<file path="src/design/rcu_pkg.sv">
// Package for the rotate and carry datapath: operations, sources, timing.
package rcu_pkg;

	// ****************************************
	// Operation and count source encodings
	// ****************************************
	typedef enum logic [1:0] {
		RCU_OP_ROTATE_RIGHT = 2'h0,
		RCU_OP_RCL          = 2'h1,
		RCU_OP_RCR          = 2'h2
	} rcu_op_t;

	typedef enum logic [1:0] {
		RCU_CNT_ONE  = 2'h0,
		RCU_CNT_REG  = 2'h1,
		RCU_CNT_IMM  = 2'h2
	} rcu_cnt_src_t;

	typedef struct packed {
		rcu_op_t      op;
		rcu_cnt_src_t cnt_src;
		logic         word;
		logic         is_mem;
		logic         odd_addr;
		logic [1:0]   disp_len;
		logic [15:0]  operand;
		logic [7:0]   count_low_reg;
		logic [7:0]   imm8;
		logic         carry_flag;
		logic         range_flag;
	} rcu_req_t;

	typedef struct packed {
		logic [15:0] result;
		logic        carry_flag;
		logic        range_flag;
		logic        range_valid;
		logic [2:0]  length;
		logic [5:0]  bus_xfers;
		logic [8:0]  clocks;
	} rcu_rsp_t;

	// ****************************************
	// Lengths, clock counts and transfers
	// ****************************************
	localparam logic [2:0] RCU_LEN_IMM_BASE  = 3'h3;
	localparam logic [2:0] RCU_LEN_OTHER_BASE = 3'h2;
	localparam logic [8:0] RCU_CLK_REG_ONE   = 9'h002;
	localparam logic [8:0] RCU_CLK_REG_VAR   = 9'h007;
	localparam logic [8:0] RCU_CLK_MEM_ONE_S = 9'h010;
	localparam logic [8:0] RCU_CLK_MEM_ONE_L = 9'h018;
	localparam logic [8:0] RCU_CLK_MEM_VAR_S = 9'h013;
	localparam logic [8:0] RCU_CLK_MEM_VAR_L = 9'h01B;
	localparam logic [5:0] RCU_XFER_MEM      = 6'h02;
	localparam int         RCU_MSB_BYTE      = 7;
	localparam int         RCU_MSB_WORD      = 15;

endpackage

</file>
<file path="src/design/rcu_rotate_carry_unit.sv">
// Rotate and carry unit: sequences one rotate instruction step by step.
`timescale 1ns/1ps

// Behaviour
// RL1: Memory right rotate by immediate copies outgoing LSB to MSB and carry.
// RL2: Register right rotate by immediate behaves the same way.
// RL3: Single left through carry: carry gets MSB, old carry enters LSB.
// RL4: After single left through carry, range flag is result MSB xor carry.
// RL5: Single right through carry: carry gets LSB, old carry enters MSB.
// RL6: After single right through carry, range flag is MSB xor next bit.
// RL7: Variable left through carry repeats steps count-low-register times.
// RL8: Variable right through carry repeats steps count-low-register times.
// RL9: Immediate forms take the count from the 8-bit immediate byte.
// RL10: Size bit zero rotates 8 bits, one rotates 16 bits.
// RL11: Immediate forms take 3 to 5 bytes memory, 3 bytes register.
// RL12: One-bit and register-count forms take 2 to 4 bytes memory, 2 register.
// RL13: Register forms take 7 plus n clocks, or 2 for single bit.
// RL14: Memory counted forms take 19 plus n, or 27 plus n for slow words.
// RL15: Memory single-bit forms take 16, or 24 for slow words.
// RL16: Other flags untouched; range flag undefined for counted forms.
// RL17: Memory forms make two bus transfers, register forms none.
// RL18: A zero count leaves operand and carry unchanged.
module rcu_rotate_carry_unit
	import rcu_pkg::*;
#(
	parameter bit WIDE_BUS = 1'b1
) (
	input  wire logic     i_clk_sys,
	input  wire logic     i_rst,
	input  wire logic     i_start,
	input  wire rcu_req_t i_req,
	output logic          o_busy,
	output logic          o_done,
	output rcu_rsp_t      o_rsp
);

	typedef enum logic [1:0] {
		RCU_IDLE = 2'b00,
		RCU_STEP = 2'b01,
		RCU_DONE = 2'b11
	} rcu_state_t;

	rcu_state_t  state;
	rcu_op_t     op;
	logic        word;
	logic        fixed_one;
	logic [7:0]  count;
	logic [15:0] data;
	logic        carry;
	logic        range;
	logic [15:0] next_data;
	logic        next_carry;
	logic        next_range;
	logic        take;
	logic        stepping;

	// ****************************************
	// One rotate step at the selected width
	// ****************************************
	function automatic logic msb_of(input logic [15:0] v, input logic w);
		return w ? v[RCU_MSB_WORD] : v[RCU_MSB_BYTE]; // RL10
	endfunction

	function automatic logic below_msb_of(input logic [15:0] v, input logic w);
		return w ? v[RCU_MSB_WORD - 1] : v[RCU_MSB_BYTE - 1];
	endfunction

	// One-bit forms count a single step; the others take the register or the immediate byte.
	function automatic logic [7:0] count_of(input rcu_req_t r);
		logic [7:0] n;
		unique case (r.cnt_src)
			RCU_CNT_REG: n = r.count_low_reg; // RL7 RL8
			RCU_CNT_IMM: n = r.imm8; // RL9
			default:     n = 8'h01;
		endcase
		return n;
	endfunction

	// Words are slow on the narrow bus, and on the wide bus when they sit at an odd address.
	function automatic logic slow_word(input rcu_req_t r);
		return r.word && (!WIDE_BUS || r.odd_addr); // RL14 RL15
	endfunction

	function automatic logic [2:0] length_of(input rcu_req_t r);
		logic [2:0] base;
		base = (r.cnt_src == RCU_CNT_IMM) ? RCU_LEN_IMM_BASE : RCU_LEN_OTHER_BASE;
		return base + (r.is_mem ? {1'b0, r.disp_len} : 3'h0); // RL11 RL12
	endfunction

	function automatic logic [8:0] clocks_of(input rcu_req_t r);
		logic [8:0] steps;
		logic [8:0] clk;
		steps = {1'b0, count_of(r)};
		if (!r.is_mem) begin
			clk = (r.cnt_src == RCU_CNT_ONE) ? RCU_CLK_REG_ONE
				: (RCU_CLK_REG_VAR + steps); // RL13
		end else if (r.cnt_src == RCU_CNT_ONE) begin
			clk = slow_word(r) ? RCU_CLK_MEM_ONE_L : RCU_CLK_MEM_ONE_S; // RL15
		end else begin
			clk = (slow_word(r) ? RCU_CLK_MEM_VAR_L : RCU_CLK_MEM_VAR_S) + steps; // RL14
		end
		return clk;
	endfunction

	// A start is only taken while idle; a step is only made while count remains.
	assign take     = (state == RCU_IDLE) && i_start;
	assign stepping = (state == RCU_STEP) && (count != 8'h00);

	always_comb begin
		next_data  = data;
		next_carry = carry;
		next_range = range;
		unique case (op)
			RCU_OP_ROTATE_RIGHT: begin
				next_carry = data[0]; // RL1 RL2
				next_data  = word ? {data[0], data[15:1]} : {8'h00, data[0], data[7:1]};
			end
			RCU_OP_RCL: begin
				next_carry = msb_of(data, word); // RL3
				next_data  = word ? {data[14:0], carry} : {8'h00, data[6:0], carry};
				next_range = msb_of(next_data, word) ^ next_carry; // RL4
			end
			RCU_OP_RCR: begin
				next_carry = data[0]; // RL5
				next_data  = word ? {carry, data[15:1]} : {8'h00, carry, data[7:1]};
				next_range = msb_of(next_data, word) ^ below_msb_of(next_data, word); // RL6
			end
			default: begin
				next_data = data;
			end
		endcase
	end

	// ****************************************
	// Sequencing
	// ****************************************
	always_ff @(posedge i_clk_sys or posedge i_rst) begin
		if (i_rst) begin
			state <= RCU_IDLE;
		end else begin
			unique case (state)
				RCU_IDLE: begin
					if (i_start) begin
						state <= RCU_STEP;
					end
				end
				RCU_STEP: begin
					if (count == 8'h00) begin
						state <= RCU_DONE; // RL18
					end
				end
				RCU_DONE: begin
					state <= RCU_IDLE;
				end
				default: begin
					state <= RCU_IDLE;
				end
			endcase
		end
	end

	// The step count is loaded at the start and falls by one with every rotate step.
	always_ff @(posedge i_clk_sys or posedge i_rst) begin
		if (i_rst) begin
			count <= 8'h00;
		end else if (take) begin
			count <= count_of(i_req); // RL7 RL8 RL9
		end else if (stepping) begin
			count <= count - 8'h01;
		end
	end

	always_ff @(posedge i_clk_sys or posedge i_rst) begin
		if (i_rst) begin
			op        <= RCU_OP_ROTATE_RIGHT;
			word      <= 1'b0;
			fixed_one <= 1'b0;
		end else if (take) begin
			op        <= i_req.op;
			word      <= i_req.word;
			fixed_one <= (i_req.cnt_src == RCU_CNT_ONE);
		end
	end

	// A zero count never steps, so operand and carry leave exactly as they came in.
	always_ff @(posedge i_clk_sys or posedge i_rst) begin
		if (i_rst) begin
			data  <= 16'h0000;
			carry <= 1'b0;
			range <= 1'b0;
		end else if (take) begin
			data  <= i_req.word ? i_req.operand : {8'h00, i_req.operand[7:0]}; // RL10
			carry <= i_req.carry_flag;
			range <= i_req.range_flag; // RL16
		end else if (stepping) begin
			data  <= next_data; // RL7 RL8
			carry <= next_carry;
			range <= next_range;
		end
	end

	// ****************************************
	// Outputs and instruction accounting
	// ****************************************
	always_ff @(posedge i_clk_sys or posedge i_rst) begin
		if (i_rst) begin
			o_busy <= 1'b0;
		end else begin
			o_busy <= take || (state == RCU_STEP);
		end
	end

	always_ff @(posedge i_clk_sys or posedge i_rst) begin
		if (i_rst) begin
			o_done <= 1'b0;
		end else begin
			o_done <= (state == RCU_DONE);
		end
	end

	// Length, clocks and transfers are known at the start; the result follows with done.
	always_ff @(posedge i_clk_sys or posedge i_rst) begin
		if (i_rst) begin
			o_rsp <= '0;
		end else if (take) begin
			o_rsp.result      <= 16'h0000;
			o_rsp.carry_flag  <= 1'b0;
			o_rsp.range_flag  <= 1'b0;
			o_rsp.range_valid <= 1'b0;
			o_rsp.bus_xfers   <= i_req.is_mem ? RCU_XFER_MEM : 6'h00; // RL17
			o_rsp.length      <= length_of(i_req); // RL11 RL12
			o_rsp.clocks      <= clocks_of(i_req); // RL13 RL14 RL15
		end else if (state == RCU_DONE) begin
			o_rsp.result      <= data;
			o_rsp.carry_flag  <= carry;
			o_rsp.range_flag  <= range;
			o_rsp.range_valid <= fixed_one && op != RCU_OP_ROTATE_RIGHT; // RL16
		end
	end

endmodule

</file>
<file path="config.mk">
export PLATFORM = sky130hd
export DESIGN_NAME = rcu_rotate_carry_unit
export DESIGN_NICKNAME = d
export VERILOG_FILES = /design/src/design/rcu_pkg.sv /design/src/design/rcu_rotate_carry_unit.sv
export SDC_FILE = /design/constraint.sdc
export NUM_CORES = 1
export LEC_CHECK = 0
export ABC_CLOCK_PERIOD_IN_PS = 3000
export BUFFER_PORTS_ARGS = -buffer_cell sky130_fd_sc_hd__clkbuf_2
export CAP_MARGIN = 20
export CORE_MARGIN = 3
export CORE_UTILIZATION = 40
export DETAILED_ROUTE_END_ITERATION = 16
export GPL_TIMING_DRIVEN = 0
export PLACE_DENSITY = 0.71
export SLEW_MARGIN = 20
export SYNTH_ARGS = -nofsm -noshare
export SYNTH_HDL_FRONTEND = slang
export SYNTH_SLANG_ARGS = --single-unit
</file>
<file path="constraint.sdc">
create_clock -name i_clk_sys -period 3 [get_ports i_clk_sys]
set_input_delay 0.6 -clock i_clk_sys [delete_from_list [all_inputs] [get_ports i_clk_sys]]
set_output_delay 0.6 -clock i_clk_sys [all_outputs]
set_load 0.05 [all_outputs]
</file>
After elaboration in Yosys (flattened, before gate mapping)
Index checks and enable logic that the tools add are counted.
{"block": "classes", "n_addsub": 4, "eq_ne": 8, "mux": 34, "bitwise_logic": 2, "reduce_logical": 21}
{"operator": "16-bit two-way mux", "count": 6}
{"operator": "16-bit one-hot mux with 3 select lines", "count": 1}
{"operator": "19-bit two-way mux", "count": 2}
{"operator": "9-bit two-way mux", "count": 3}
{"operator": "8-bit two-way mux", "count": 3}
{"operator": "8-bit one-hot mux with 2 select lines", "count": 1}
{"operator": "3-bit by 8-bit adder with 9-bit output (first input constant)", "count": 1}
{"operator": "5-bit by 8-bit adder with 9-bit output", "count": 1}
{"operator": "1-bit two-way mux", "count": 9}
{"operator": "8-bit zero test", "count": 1}
{"operator": "2-bit two-way mux", "count": 4}
{"operator": "4-bit two-way mux", "count": 2}
{"operator": "2-bit AND reduction", "count": 4}
{"operator": "8-bit nonzero test", "count": 1}
{"operator": "8-bit by 1-bit subtractor with 8-bit output (second input constant)", "count": 1}
{"operator": "2-bit by 1-bit equality test with 1-bit output (second input constant)", "count": 3}
{"operator": "2-bit equality test (second input constant)", "count": 3}
{"operator": "2-bit zero test", "count": 3}
{"operator": "2-bit nonzero test", "count": 3}
{"operator": "3-bit nonzero test", "count": 2}
{"operator": "1-bit logical AND", "count": 4}
{"operator": "1-bit one-hot mux with 2 select lines", "count": 2}
{"operator": "2-bit one-hot mux with 2 select lines", "count": 1}
{"operator": "4-bit nonzero test", "count": 1}
{"operator": "other kinds (6)", "count": 7}
{"block": "word_totals", "register_bits": 71, "in_bits": 46, "wordCells": 86}

Depth between registers and ports, before layout
Gate-level depths: netlist of run 1.
{"block": "logic_depth", "depth_word": 6, "depth_mapped": 12, "depth_no_buf": 11}

Worst setup path after synthesis of run 1
Ideal clock, no wire load.
{"block": "synth_timing", "kind": "input to register", "startpoint": "input i_req[39] in the netlist's numbering", "endpoint": "register o_rsp[6] in the netlist's numbering", "setup_time_ns": 0.136, "t_arrival_ns": 2.649, "required_ns": 2.864, "slack_ns": 0.215, "stages": 12, "n_path_buf": 1, "path_cell_list": "inv_1 > ha_1 > buf_2 > a22oi_1 > nand2b_1 > inv_1 > ha_1 > and3b_1 > a211oi_1 > nor3_1 > o2111ai_1 > o211ai_1"}
{"block": "synth_via", "elab_chain_cells": 6, "elab_cells_between_ends": 10, "cone_classes": "add/sub: 2; eq/ne: 2; mux: 5; reduce/logical: 1"}
{"element": "start: declaration", "line": "rcu_rotate_carry_unit.sv:31", "text": "input wire rcu_req_t i_req,"}
{"element": "2-bit equality test or 2-bit by 1-bit equality test with 1-bit output (tied branches)", "line": "rcu_rotate_carry_unit.sv:71", "text": "unique case (r.cnt_src)"}
{"element": "8-bit one-hot mux with 2 select lines", "line": "rcu_rotate_carry_unit.sv:71"}
{"element": "8-bit two-way mux", "line": "rcu_rotate_carry_unit.sv:225", "text": "end else if (take) begin"}
{"element": "3-bit by 8-bit adder with 9-bit output or 5-bit by 8-bit adder with 9-bit output (tied branches)", "line": "rcu_rotate_carry_unit.sv:96, rcu_rotate_carry_unit.sv:100"}
{"element": "9-bit two-way mux, on equally long branches", "line": "rcu_rotate_carry_unit.sv:95, rcu_rotate_carry_unit.sv:97"}
{"element": "9-bit two-way mux (*)", "line": "rcu_rotate_carry_unit.sv:94", "text": "if (!r.is_mem) begin"}
{"element": "end: declaration", "line": "rcu_rotate_carry_unit.sv:34", "text": "output rcu_rsp_t o_rsp"}
Every way passes the cells marked *; elsewhere a longest branch is shown, timed or not. The select of a mux whose other input is x is not followed.
A chain may end at the register's enable or synchronous reset.

Final worst setup path of run 1
Same ends and word-level chain as after synthesis.

==> run summary, run 1 <==
The flow ran to the end, and the final reports show no timing, DRC or antenna violations. Of the total synthesized cell area, the portion taken by AND, OR, NAND and NOR gates is 0.205. The shortest period the worst path allows is between 2 and 3 ns. The parity-gate share of the synthesized area counting xor and xnor cells came out at 0.0232. The share of cells above drive strength 1 is 0.250.

The complex-gate fraction of the synthesized area is 0.223. After detailed routing, the total wire length is roughly 9900 um. The number of placed instances with taps included is around 630. The nature of the critical path startpoint is an input pin.

Summed over all layers, the global routing overflow is 0. The post-detailed-route via-to-cell ratio came out at approximately 5.4. For this run, the leading register cell type out of synthesis is dfrtp_1. The die is just over 100 um wide.

The initial antenna violation count is 0. The die span in y is approximately 100 um. The final estimated routing congestion in global placement is ~0.85. The mux cell area share after synthesis is 0.0106. The number of distinct standard cells referenced by the synthesized netlist came out at 50. The first-pass GRT wire length came out at between 15,000 and 20,000 um.

The transition time of the tightest slew-check pin came out at 0.591 ns. The fraction of power spent switching nets is 0.503. During placement, the flow inserted port buffers numbering between 70 and 80.

The clock network fraction of design power came out at 0.144. Yosys printed 0 warnings. In the final timing run, aggregate negative setup slack is 0 ns.

The adder-cell share of the synthesized area is 0.0397. The cell count after synthesis is 435. The post-layout instance count excluding filler cells came out at approximately 640.

The final max-slew violation count came out at 0. The clock transition time at the flip-flop clock pins of the worst setup and hold paths is roughly 0.08 ns. The worst hold-check path type is in2async. Setup violations remaining at the end of the flow were counted as 0.

The power per standard cell area came out at 1050 nW/um2. Timing would allow up to ~0.36 GHz. The data arrival time at the worst-slack endpoint came out at ~3 ns. The floorplan has 34 rows.

The sequential share of the synthesized area came out at 0.437. The largest driver fanout on the critical path came out at 10. The internal power of the cells totals between 2 and 2.5 mW.

The number of synthesized flops with an enable pin is 0. The area taken by flip-flops and latches is between 1500 and 2000 um2. The combinational share of power is 0.537. The required time at the worst-slack endpoint is around 3.2 ns. By startpoint and endpoint, the worst setup path is classified as in2reg. The length of the first detailed-routing pass in iterations is 5. Setup repair after global routing left no endpoint under its margin. Dividing the detail-routed wire length by the instance count gives 15.5 um.

The number of hold violations in the final report came to 0. The via count is 3,484. The remaining number of nets flagged by the antenna check after routing is 0.

The post-CTS setup repair buffer count is 0. The synthesized area divided by synthesized cell count is around 8.7 um2. For this design, the CTS-stage hold fixing added 0 buffers. The fraction of registers with async set or reset after synthesis is 1.00. The count of pins on the block boundary is 85. The worst setup path is captured at a register. The multi-input gate area in the final layout came out at between 1500 and 2000 um2. The number of antenna diodes is 0. After layout, the design draws a total of 4.76 mW. The buffer cell driving the clock tree root is clkbuf_8. The total global routing track utilization came out at 0.194. Headroom to the max-slew limit came out at 0.606.

The number of filler cells placed in the layout came out at 874. The worst-skew pair later-pin latency came out at 0.36 ns. The number of clock sinks is 66. The total clock buffers created by CTS came out at 9. The maximum level of the CTS H-tree is 3. The setup check on the worst reg-to-reg path leaves a slack of roughly 0.86 ns. The synthesized design contains 66 register bits. The switching power came out at about 2.4 mW. The final core utilization is 0.509. The CTS tree is built. Max-cap violations in this run came to 0.

The total number of nets in the final design came out at a little under 600. The layout overhead on the synthesized area is 20.2%. The residual DRC count is 0. Summed over all cells, the static leakage comes to roughly 2.2 nW.

The number of global-route vias before repair came out at roughly 3,300. The total half-perimeter wirelength after legalization and detailed placement is slightly below 8000 um. The number of buffers between clock root and the deepest sink is 2. The standard cell core area came out at between 8000 and 9000 um2.

The largest net degree at the start of global routing is 39. The peak supply drop came out at 0.460 mV. The floorplan step defined a die boundary enclosing about 11,000 um2. The post-synthesis instance area came out at about 3800 um2. The proportion of power drawn by flip-flops and latches came out at 0.319. By area, the combinational part of the netlist is dominated by compound AO/OA/AOI/OAI gates.

The effective utilization at floorplan came out at 0.423. The maximum clock skew at final layout is around 0.011 ns. The worst hold slack is ~0.22 ns. The initial DRC count is 176.

The final worst-path cycle share came out at 0.937.
## routing by layer
layer,GRT usage,up-vias,wire (um)
met5,0,-,0
met3,0.0396,19,598
met1,0.268,1639,4710
met2,0.290,111,4370
met4,0.0956,0,267
li1,-,1715,-
## metrics by stage
step                      cell area (um2)  setup WS [ns]
after floorplan                      3800          0.215
after global placement               4330         -0.226
after detailed placement             4350         -0.303
after CTS                            4530         0.0652
after global routing                 4550         0.0573
final                                4550          0.188
## worst max-delay path, cell delays in order
cell       delay (ns)
clkbuf_2         0.09
inv_1            0.05
ha_1             0.29
buf_2            0.22
a22oi_2          0.22
nand2b_1         0.17
inv_1            0.09
ha_1             0.36
and3b_1          0.21
a211oi_2         0.31
nor3_1           0.09
o2111ai_1        0.22
o211ai_1         0.12
## power by group through the flow
| stage | Combinational [mW] | Clock (mW) | Sequential (mW) |
|---|---|---|---|
| after floorplan | 1.31 | 0 | 2.17 |
| after global placement | 2.49 | 0 | 1.51 |
| after detailed placement | 2.55 | 0 | 1.53 |
| after CTS | 2.56 | 0.691 | 1.52 |
| after global routing | 2.77 | 0.739 | 1.57 |
| final | 2.55 | 0.687 | 1.52 |
## Yosys cell counts (3+ instances only)
cell type   n  area share
buf_4       6       0.012
a31oi_1     6      0.0099
dfrtp_1    66        0.44
nand3_1    23       0.030
xor2_1      4      0.0093
clkbuf_1   17       0.017
nor2_1     33       0.033
xnor2_1     6       0.014
a22o_1      8       0.019
o221ai_1    3      0.0069
buf_1       3      0.0030
buf_2       4      0.0053
ha_1       12       0.040
o21ai_0    30       0.040
nor3_1      6      0.0079
a22oi_1    13       0.026
inv_1      13       0.013
o21ai_2    15       0.035
and2_1      5      0.0083
a21oi_1    23       0.030
nand2_1    88       0.087
a221o_1     8       0.021
nand4_1     3      0.0050
nand2b_1    5      0.0083
mux2i_1     4       0.011
## cell type report
| class | instances | area share |
|---|---|---|
| buffer | 33 | 0.0402 |
| clock buffer | 10 | 0.0303 |
| clock inverter | 6 | 0.00936 |
| inverter | 13 | 0.0113 |
| multi-input combinational | 327 | 0.424 |
| sequential | 66 | 0.363 |
| tap | 108 | 0.0297 |
| timing repair buffer | 80 | 0.0914 |
## registers in the layout, indices dropped and copies added, names as in the netlist, 2 cells and up
signal	count
o_rsp	32
count	8
state	2
op	2
data	16
## logic make-up (layout without fill, tap and decap cells)
logic type	after synthesis	in the layout
buffers and inverters	46	142
xor gates and xnor gates	10	10
AOI/OAI and AO/OA	121	121
DFF	66	66
muxes	4	4
and+or+nand+nor	175	175
other	1	5
adders and majority gates	12	12
## path summary, 6_finish.rpt
check,cells after the start,from,end
max,13,i_req[39],o_rsp[6]$_DFFE_PP0P_
min,2,i_rst,count[3]$_DFFE_PP0P_
max reg2reg,8,op[1]$_DFFE_PP0P_,data[2]$_DFFE_PP0P_
min reg2reg,2,fixed_one$_DFFE_PP0P_,fixed_one$_DFFE_PP0P_
max in group asynchronous,3,i_rst,o_rsp[20]$_DFFE_PP0P_
min in group i_clk_sys,3,i_req[41],op[0]$_DFFE_PP0P_
## cell usage in the layout (no fill, tap or decap), drive strengths merged, types with 4 or more instances in the layout
| cell | Yosys | layout |
|---|---|---|
| nand3 | 23 | 23 |
| a31oi | 6 | 6 |
| a221o | 8 | 8 |
| mux2i | 4 | 4 |
| nor2 | 34 | 34 |
| xnor2 | 6 | 6 |
| dfrtp | 66 | 66 |
| nand2b | 5 | 5 |
| o21ai | 46 | 46 |
| a21oi | 23 | 23 |
| inv | 13 | 13 |
| xor2 | 4 | 4 |
| clkinv | 0 | 4 |
| clkbuf | 17 | 106 |
| conb | 1 | 5 |
| nor3 | 6 | 6 |
| ha | 12 | 12 |
| buf | 16 | 17 |
| and2 | 5 | 5 |
| a22oi | 13 | 13 |
| a22o | 8 | 8 |
| nand2 | 89 | 89 |
## what timing repair did
action,4_1_cts,5_1_grt
resized for setup,0,3
setup endpoints to repair,0,3
endpoints found under the hold margin,0,0
Power figures use the tool's default switching activity.
==> inputs of run 2 (changes only) <==
--- a/config.mk
+++ b/config.mk
@@ -5,14 +5,17 @@
 export SDC_FILE = /design/constraint.sdc
 export NUM_CORES = 1
 export LEC_CHECK = 0
+export ABC_AREA = 1
 export ABC_CLOCK_PERIOD_IN_PS = 3000
 export BUFFER_PORTS_ARGS = -buffer_cell sky130_fd_sc_hd__clkbuf_2
 export CAP_MARGIN = 20
-export CORE_MARGIN = 3
-export CORE_UTILIZATION = 40
+export CELL_PAD_IN_SITES_DETAIL_PLACEMENT = 1
+export CELL_PAD_IN_SITES_GLOBAL_PLACEMENT = 2
+export CORE_MARGIN = 2
+export CORE_UTILIZATION = 31
 export DETAILED_ROUTE_END_ITERATION = 16
 export GPL_TIMING_DRIVEN = 0
-export PLACE_DENSITY = 0.71
+export PLACE_DENSITY = 0.89
 export SLEW_MARGIN = 20
 export SYNTH_ARGS = -nofsm -noshare
 export SYNTH_HDL_FRONTEND = slang
==> run summary, run 2 <==
The hold-fix buffer count after cts came out at 0 (unchanged). The required time at the worst-slack endpoint came out at 3.22 ns (about the same). The worst setup slack before clock tree synthesis is 0.414 ns (+0.716 ns). The slack of the worst reg-to-reg path is 0.98 ns (+0.12 ns).

The maximum clock skew at final layout is 0.00858 ns (-0.00263 ns). The largest driver fanout on the critical path is 8 (-2). Counting flops per register, the top entry is o_rsp. The number of clock sinks is 66 (unchanged). The effective utilization at floorplan came out at 0.315 (-0.109).

The standard cell core area was 12,500 um2 (+40%). The synthesized area divided by synthesized cell count is 7.59 um2 (-13%). The total half-perimeter wirelength after legalization and detailed placement is 9360 um (+21%). The length of the first detailed-routing pass in iterations was 4 (-1). The number of storage elements in the synthesis netlist is 66 (unchanged). The library cells used most frequently in the layout, excluding fill and tap cells, are nand2_1, clkbuf_2, dfrtp_1, inv_1, nand3_1. The initial antenna violation count came out at 0 (unchanged). The post-CTS setup repair buffer count came out at 0 (unchanged).

The flip-flop count of the largest register, all copies and words added came out at 32 (unchanged). The die boundary width is 117 um (+13%). By startpoint and endpoint, the worst setup path is classified as in2reg. The total clock buffers created by CTS is 9 (unchanged). The floorplan die area came out at 13,600 um2 (+28%). The achievable clock frequency is 0.445 GHz (+25%). Yosys attributes the largest share of cell area to dfrtp_1, nand2_1, nand3_1. The remaining max-slew budget at the tightest pin came out at 0.602 (-0.00332). The share of cells above drive strength 1 came out at 0.230 (-0.0207). The number of antenna diodes is 0 (unchanged). The worst reg2reg path endpoint is data[9]$_DFFE_PP0P_. The fraction of registers with async set or reset after synthesis came to 1.00 (unchanged).

The number of maximum-capacitance violations came out at 0 (unchanged). The clock transition time at the flip-flop clock pins of the worst setup and hold paths came out at 0.06 ns (-0.02 ns). The worst setup path is launched from an input pin. The post-detailed-route via-to-cell ratio came out at 4.86 (-10%). The data arrival time at the worst-slack endpoint is 2.47 ns (-0.57 ns). The worst hold slack came to 0.201 ns (-0.0172 ns). The total number of nets in the final design is 671 (+14%). In this run the worst setup path begins at i_req[39]. The post-synthesis instance area is 3940 um2 (+4.1%).

The transition time of the tightest slew-check pin is 0.596 ns (+0.00498 ns). The number of global-route vias before repair came out at 4,095 (+24%). The final critical-path setup slack was 0.753 ns (+0.566 ns).

The number of synthesized flops with an enable pin came out at 0 (unchanged). The library cell used most frequently in the layout, excluding fill and tap cells, is nand2_1. The cell type with the highest aggregate area in the netlist is dfrtp_1. The power per standard cell area came out at 426 nW/um2 (-59%). In the post-synthesis netlist, the cell with the most instances is nand2_1. The run finished with clean final reports. The largest net degree at the start of global routing is 49 (+26%). The post-cts resize count was 0 (unchanged). The remaining number of nets flagged by the antenna check after routing came to 0 (unchanged). The worst-skew pair later-pin latency is 0.33 ns (-0.03 ns). The residual DRC count is 0 (unchanged). The depth of the most critical reg-to-reg path is 7 (-1).

The number of placed instances with taps included is 774 (+23%). The commonest cells after synthesis are nand2_1, dfrtp_1, inv_1. Setup repair after global routing left no endpoint under its margin. The first-pass GRT wire length is 20,100 um (+25%). The remaining global-route overflow is 0 (unchanged). The number of failing setup endpoints in the final timing report is 0 (unchanged). The tightest min-delay check is of the in2async type. The most critical setup path has its endpoint at o_rsp[6]$_DFFE_PP0P_. The root buffer cell chosen for the clock tree is clkbuf_16. The total global routing track utilization is 0.191 (-0.00331).

The initial DRC count is 173 (-1.7%). The final core utilization is 0.389 (-0.120). The commonest register cell after synthesis is dfrtp_1. The number of hold violations in the final report came out at 0 (unchanged). The final worst-path cycle share came out at 0.749 (-0.189). The final estimated routing congestion in global placement is 0.836 (-1.2%). The final wirelength is 12,200 um (+23%). The maximum level of the CTS H-tree came out at 3 (unchanged). The wire length per cell came out at 15.4 um (-0.25%). TritonCTS built the clock tree.

The number of distinct standard cells referenced by the synthesized netlist came to 43 (-14%). The largest registers in the layout are o_rsp x32, data x16, count x8. The worst register-to-register path begins at op[0]$_DFFE_PP0P_. The count of pins on the block boundary came out at 85 (unchanged).

The cell leakage power came to 2.52 nW (+16%). The area share of the largest cell type after synthesis is 0.419 (-0.0172). The layout overhead on the synthesized area is 23.7%.

The number of buffer cells added on primary ports came out at 78 (-1.3%). The post-layout instance count excluding filler cells is 790 (+23%). STA classifies the critical path endpoint as a register. The final sum of negative setup slack came out at 0 ns (unchanged). The die span in y is 117 um (+13%).

The row count is 41 (+21%). The via count came out at 3,843 (+10%). The final max-slew violation count came out at 0 (unchanged). The sequential share of the synthesized area came out at 0.419 (-0.0172). The cell count after synthesis is 519 (+19%). The peak supply drop was 0.252 mV (-45%). The shortest period the worst path allows came out at 2.25 ns (-0.566 ns). The number of buffers between clock root and the deepest sink came out at 2 (unchanged). The count of warnings emitted by yosys came out at 0 (unchanged).
-- run 2: cell count changes after synthesis, moves of 9 or more --
cell	previous run	this run
nand2_1	88	170
o21ai_1	0	14
clkbuf_1	17	8
inv_1	13	47
o22ai_1	2	15
a21oi_1	23	11
nand3_1	23	39
-- run 2: cells by family after synthesis --
logic type / Yosys count / share of synthesized area
DFF: 66 / 0.419
and+or+nand+nor: 257 / 0.286
other: 1 / 0.000952
buffers and inverters: 83 / 0.0944
adders and majority gates: 12 / 0.0381
xor gates and xnor gates: 3 / 0.00667
muxes: 1 / 0.00254
AOI/OAI and AO/OA: 96 / 0.152
-- run 2: final cells by class --
| class | count | area, um2 |
|---|---|---|
| fill | 1629 | 7640 |
| multi-input combinational | 374 | 1930 |
| sequential | 66 | 1650 |
| timing repair buffer | 79 | 418 |
| clock buffer | 14 | 274 |
| inverter | 57 | 224 |
| tap | 172 | 215 |
| buffer | 26 | 150 |
| clock inverter | 2 | 10.0 |
-- run 2: stage by stage --
stage / instance area [um2] / power, mW
detailed placement: 4590 / 1.07
CTS: 4870 / 2.09
global placement: 4560 / 1.06
finish: 4870 / 2.08
global route: 4870 / 2.15
floorplan: 3950 / 1.01
-- run 2: metal layers --
| layer | vias to the layer above | wire length, um | GRT usage | part of all wire |
|---|---|---|---|---|
| met5 | - | 0 | 0 | 0 |
| met4 | 0 | 261 | 0.0722 | 0.021 |
| met3 | 23 | 473 | 0.0332 | 0.039 |
| met2 | 81 | 6040 | 0.338 | 0.50 |
| met1 | 1867 | 5410 | 0.231 | 0.44 |
| li1 | 1872 | - | - | - |
-- run 2: worst max-delay path, stage by stage --
cell	delay, ns
clkbuf_2	0.09
inv_1	0.08
ha_1	0.22
buf_2	0.20
nand2_1	0.07
nand2_1	0.06
nand2_1	0.14
ha_1	0.27
nor2_1	0.16
nand2_1	0.09
nand2_1	0.12
nand2_1	0.08
nand2_1	0.06
nand3_1	0.06
nand3_1	0.09
nand2_1	0.05
-- run 2: worst min path at each step --
stage,from,to,slack [ns]
2_1_floorplan,range$_DFFE_PP0P_,o_rsp[19]$_DFFE_PP0P_,0.45
3_3_place_gp,data[7]$_DFFE_PP0P_,data[7]$_DFFE_PP0P_,0.47
3_5_place_dp,data[7]$_DFFE_PP0P_,data[7]$_DFFE_PP0P_,0.47
4_1_cts,i_rst,data[1]$_DFFE_PP0P_,0.21
5_1_grt,i_rst,data[1]$_DFFE_PP0P_,0.22
6_report,i_rst,data[1]$_DFFE_PP0P_,0.20
-- run 2: report_power, final --
| group | total, mW | internal (mW) | switching, mW | leakage [nW] |
|---|---|---|---|---|
| Sequential | 0.891 | 0.891 | 0 | 0.771 |
| Clock | 1.02 | 0.625 | 0.393 | 0.143 |
| Combinational | 0.167 | 0.0557 | 0.111 | 1.60 |
| Total | 2.08 | 1.57 | 0.504 | 2.52 |
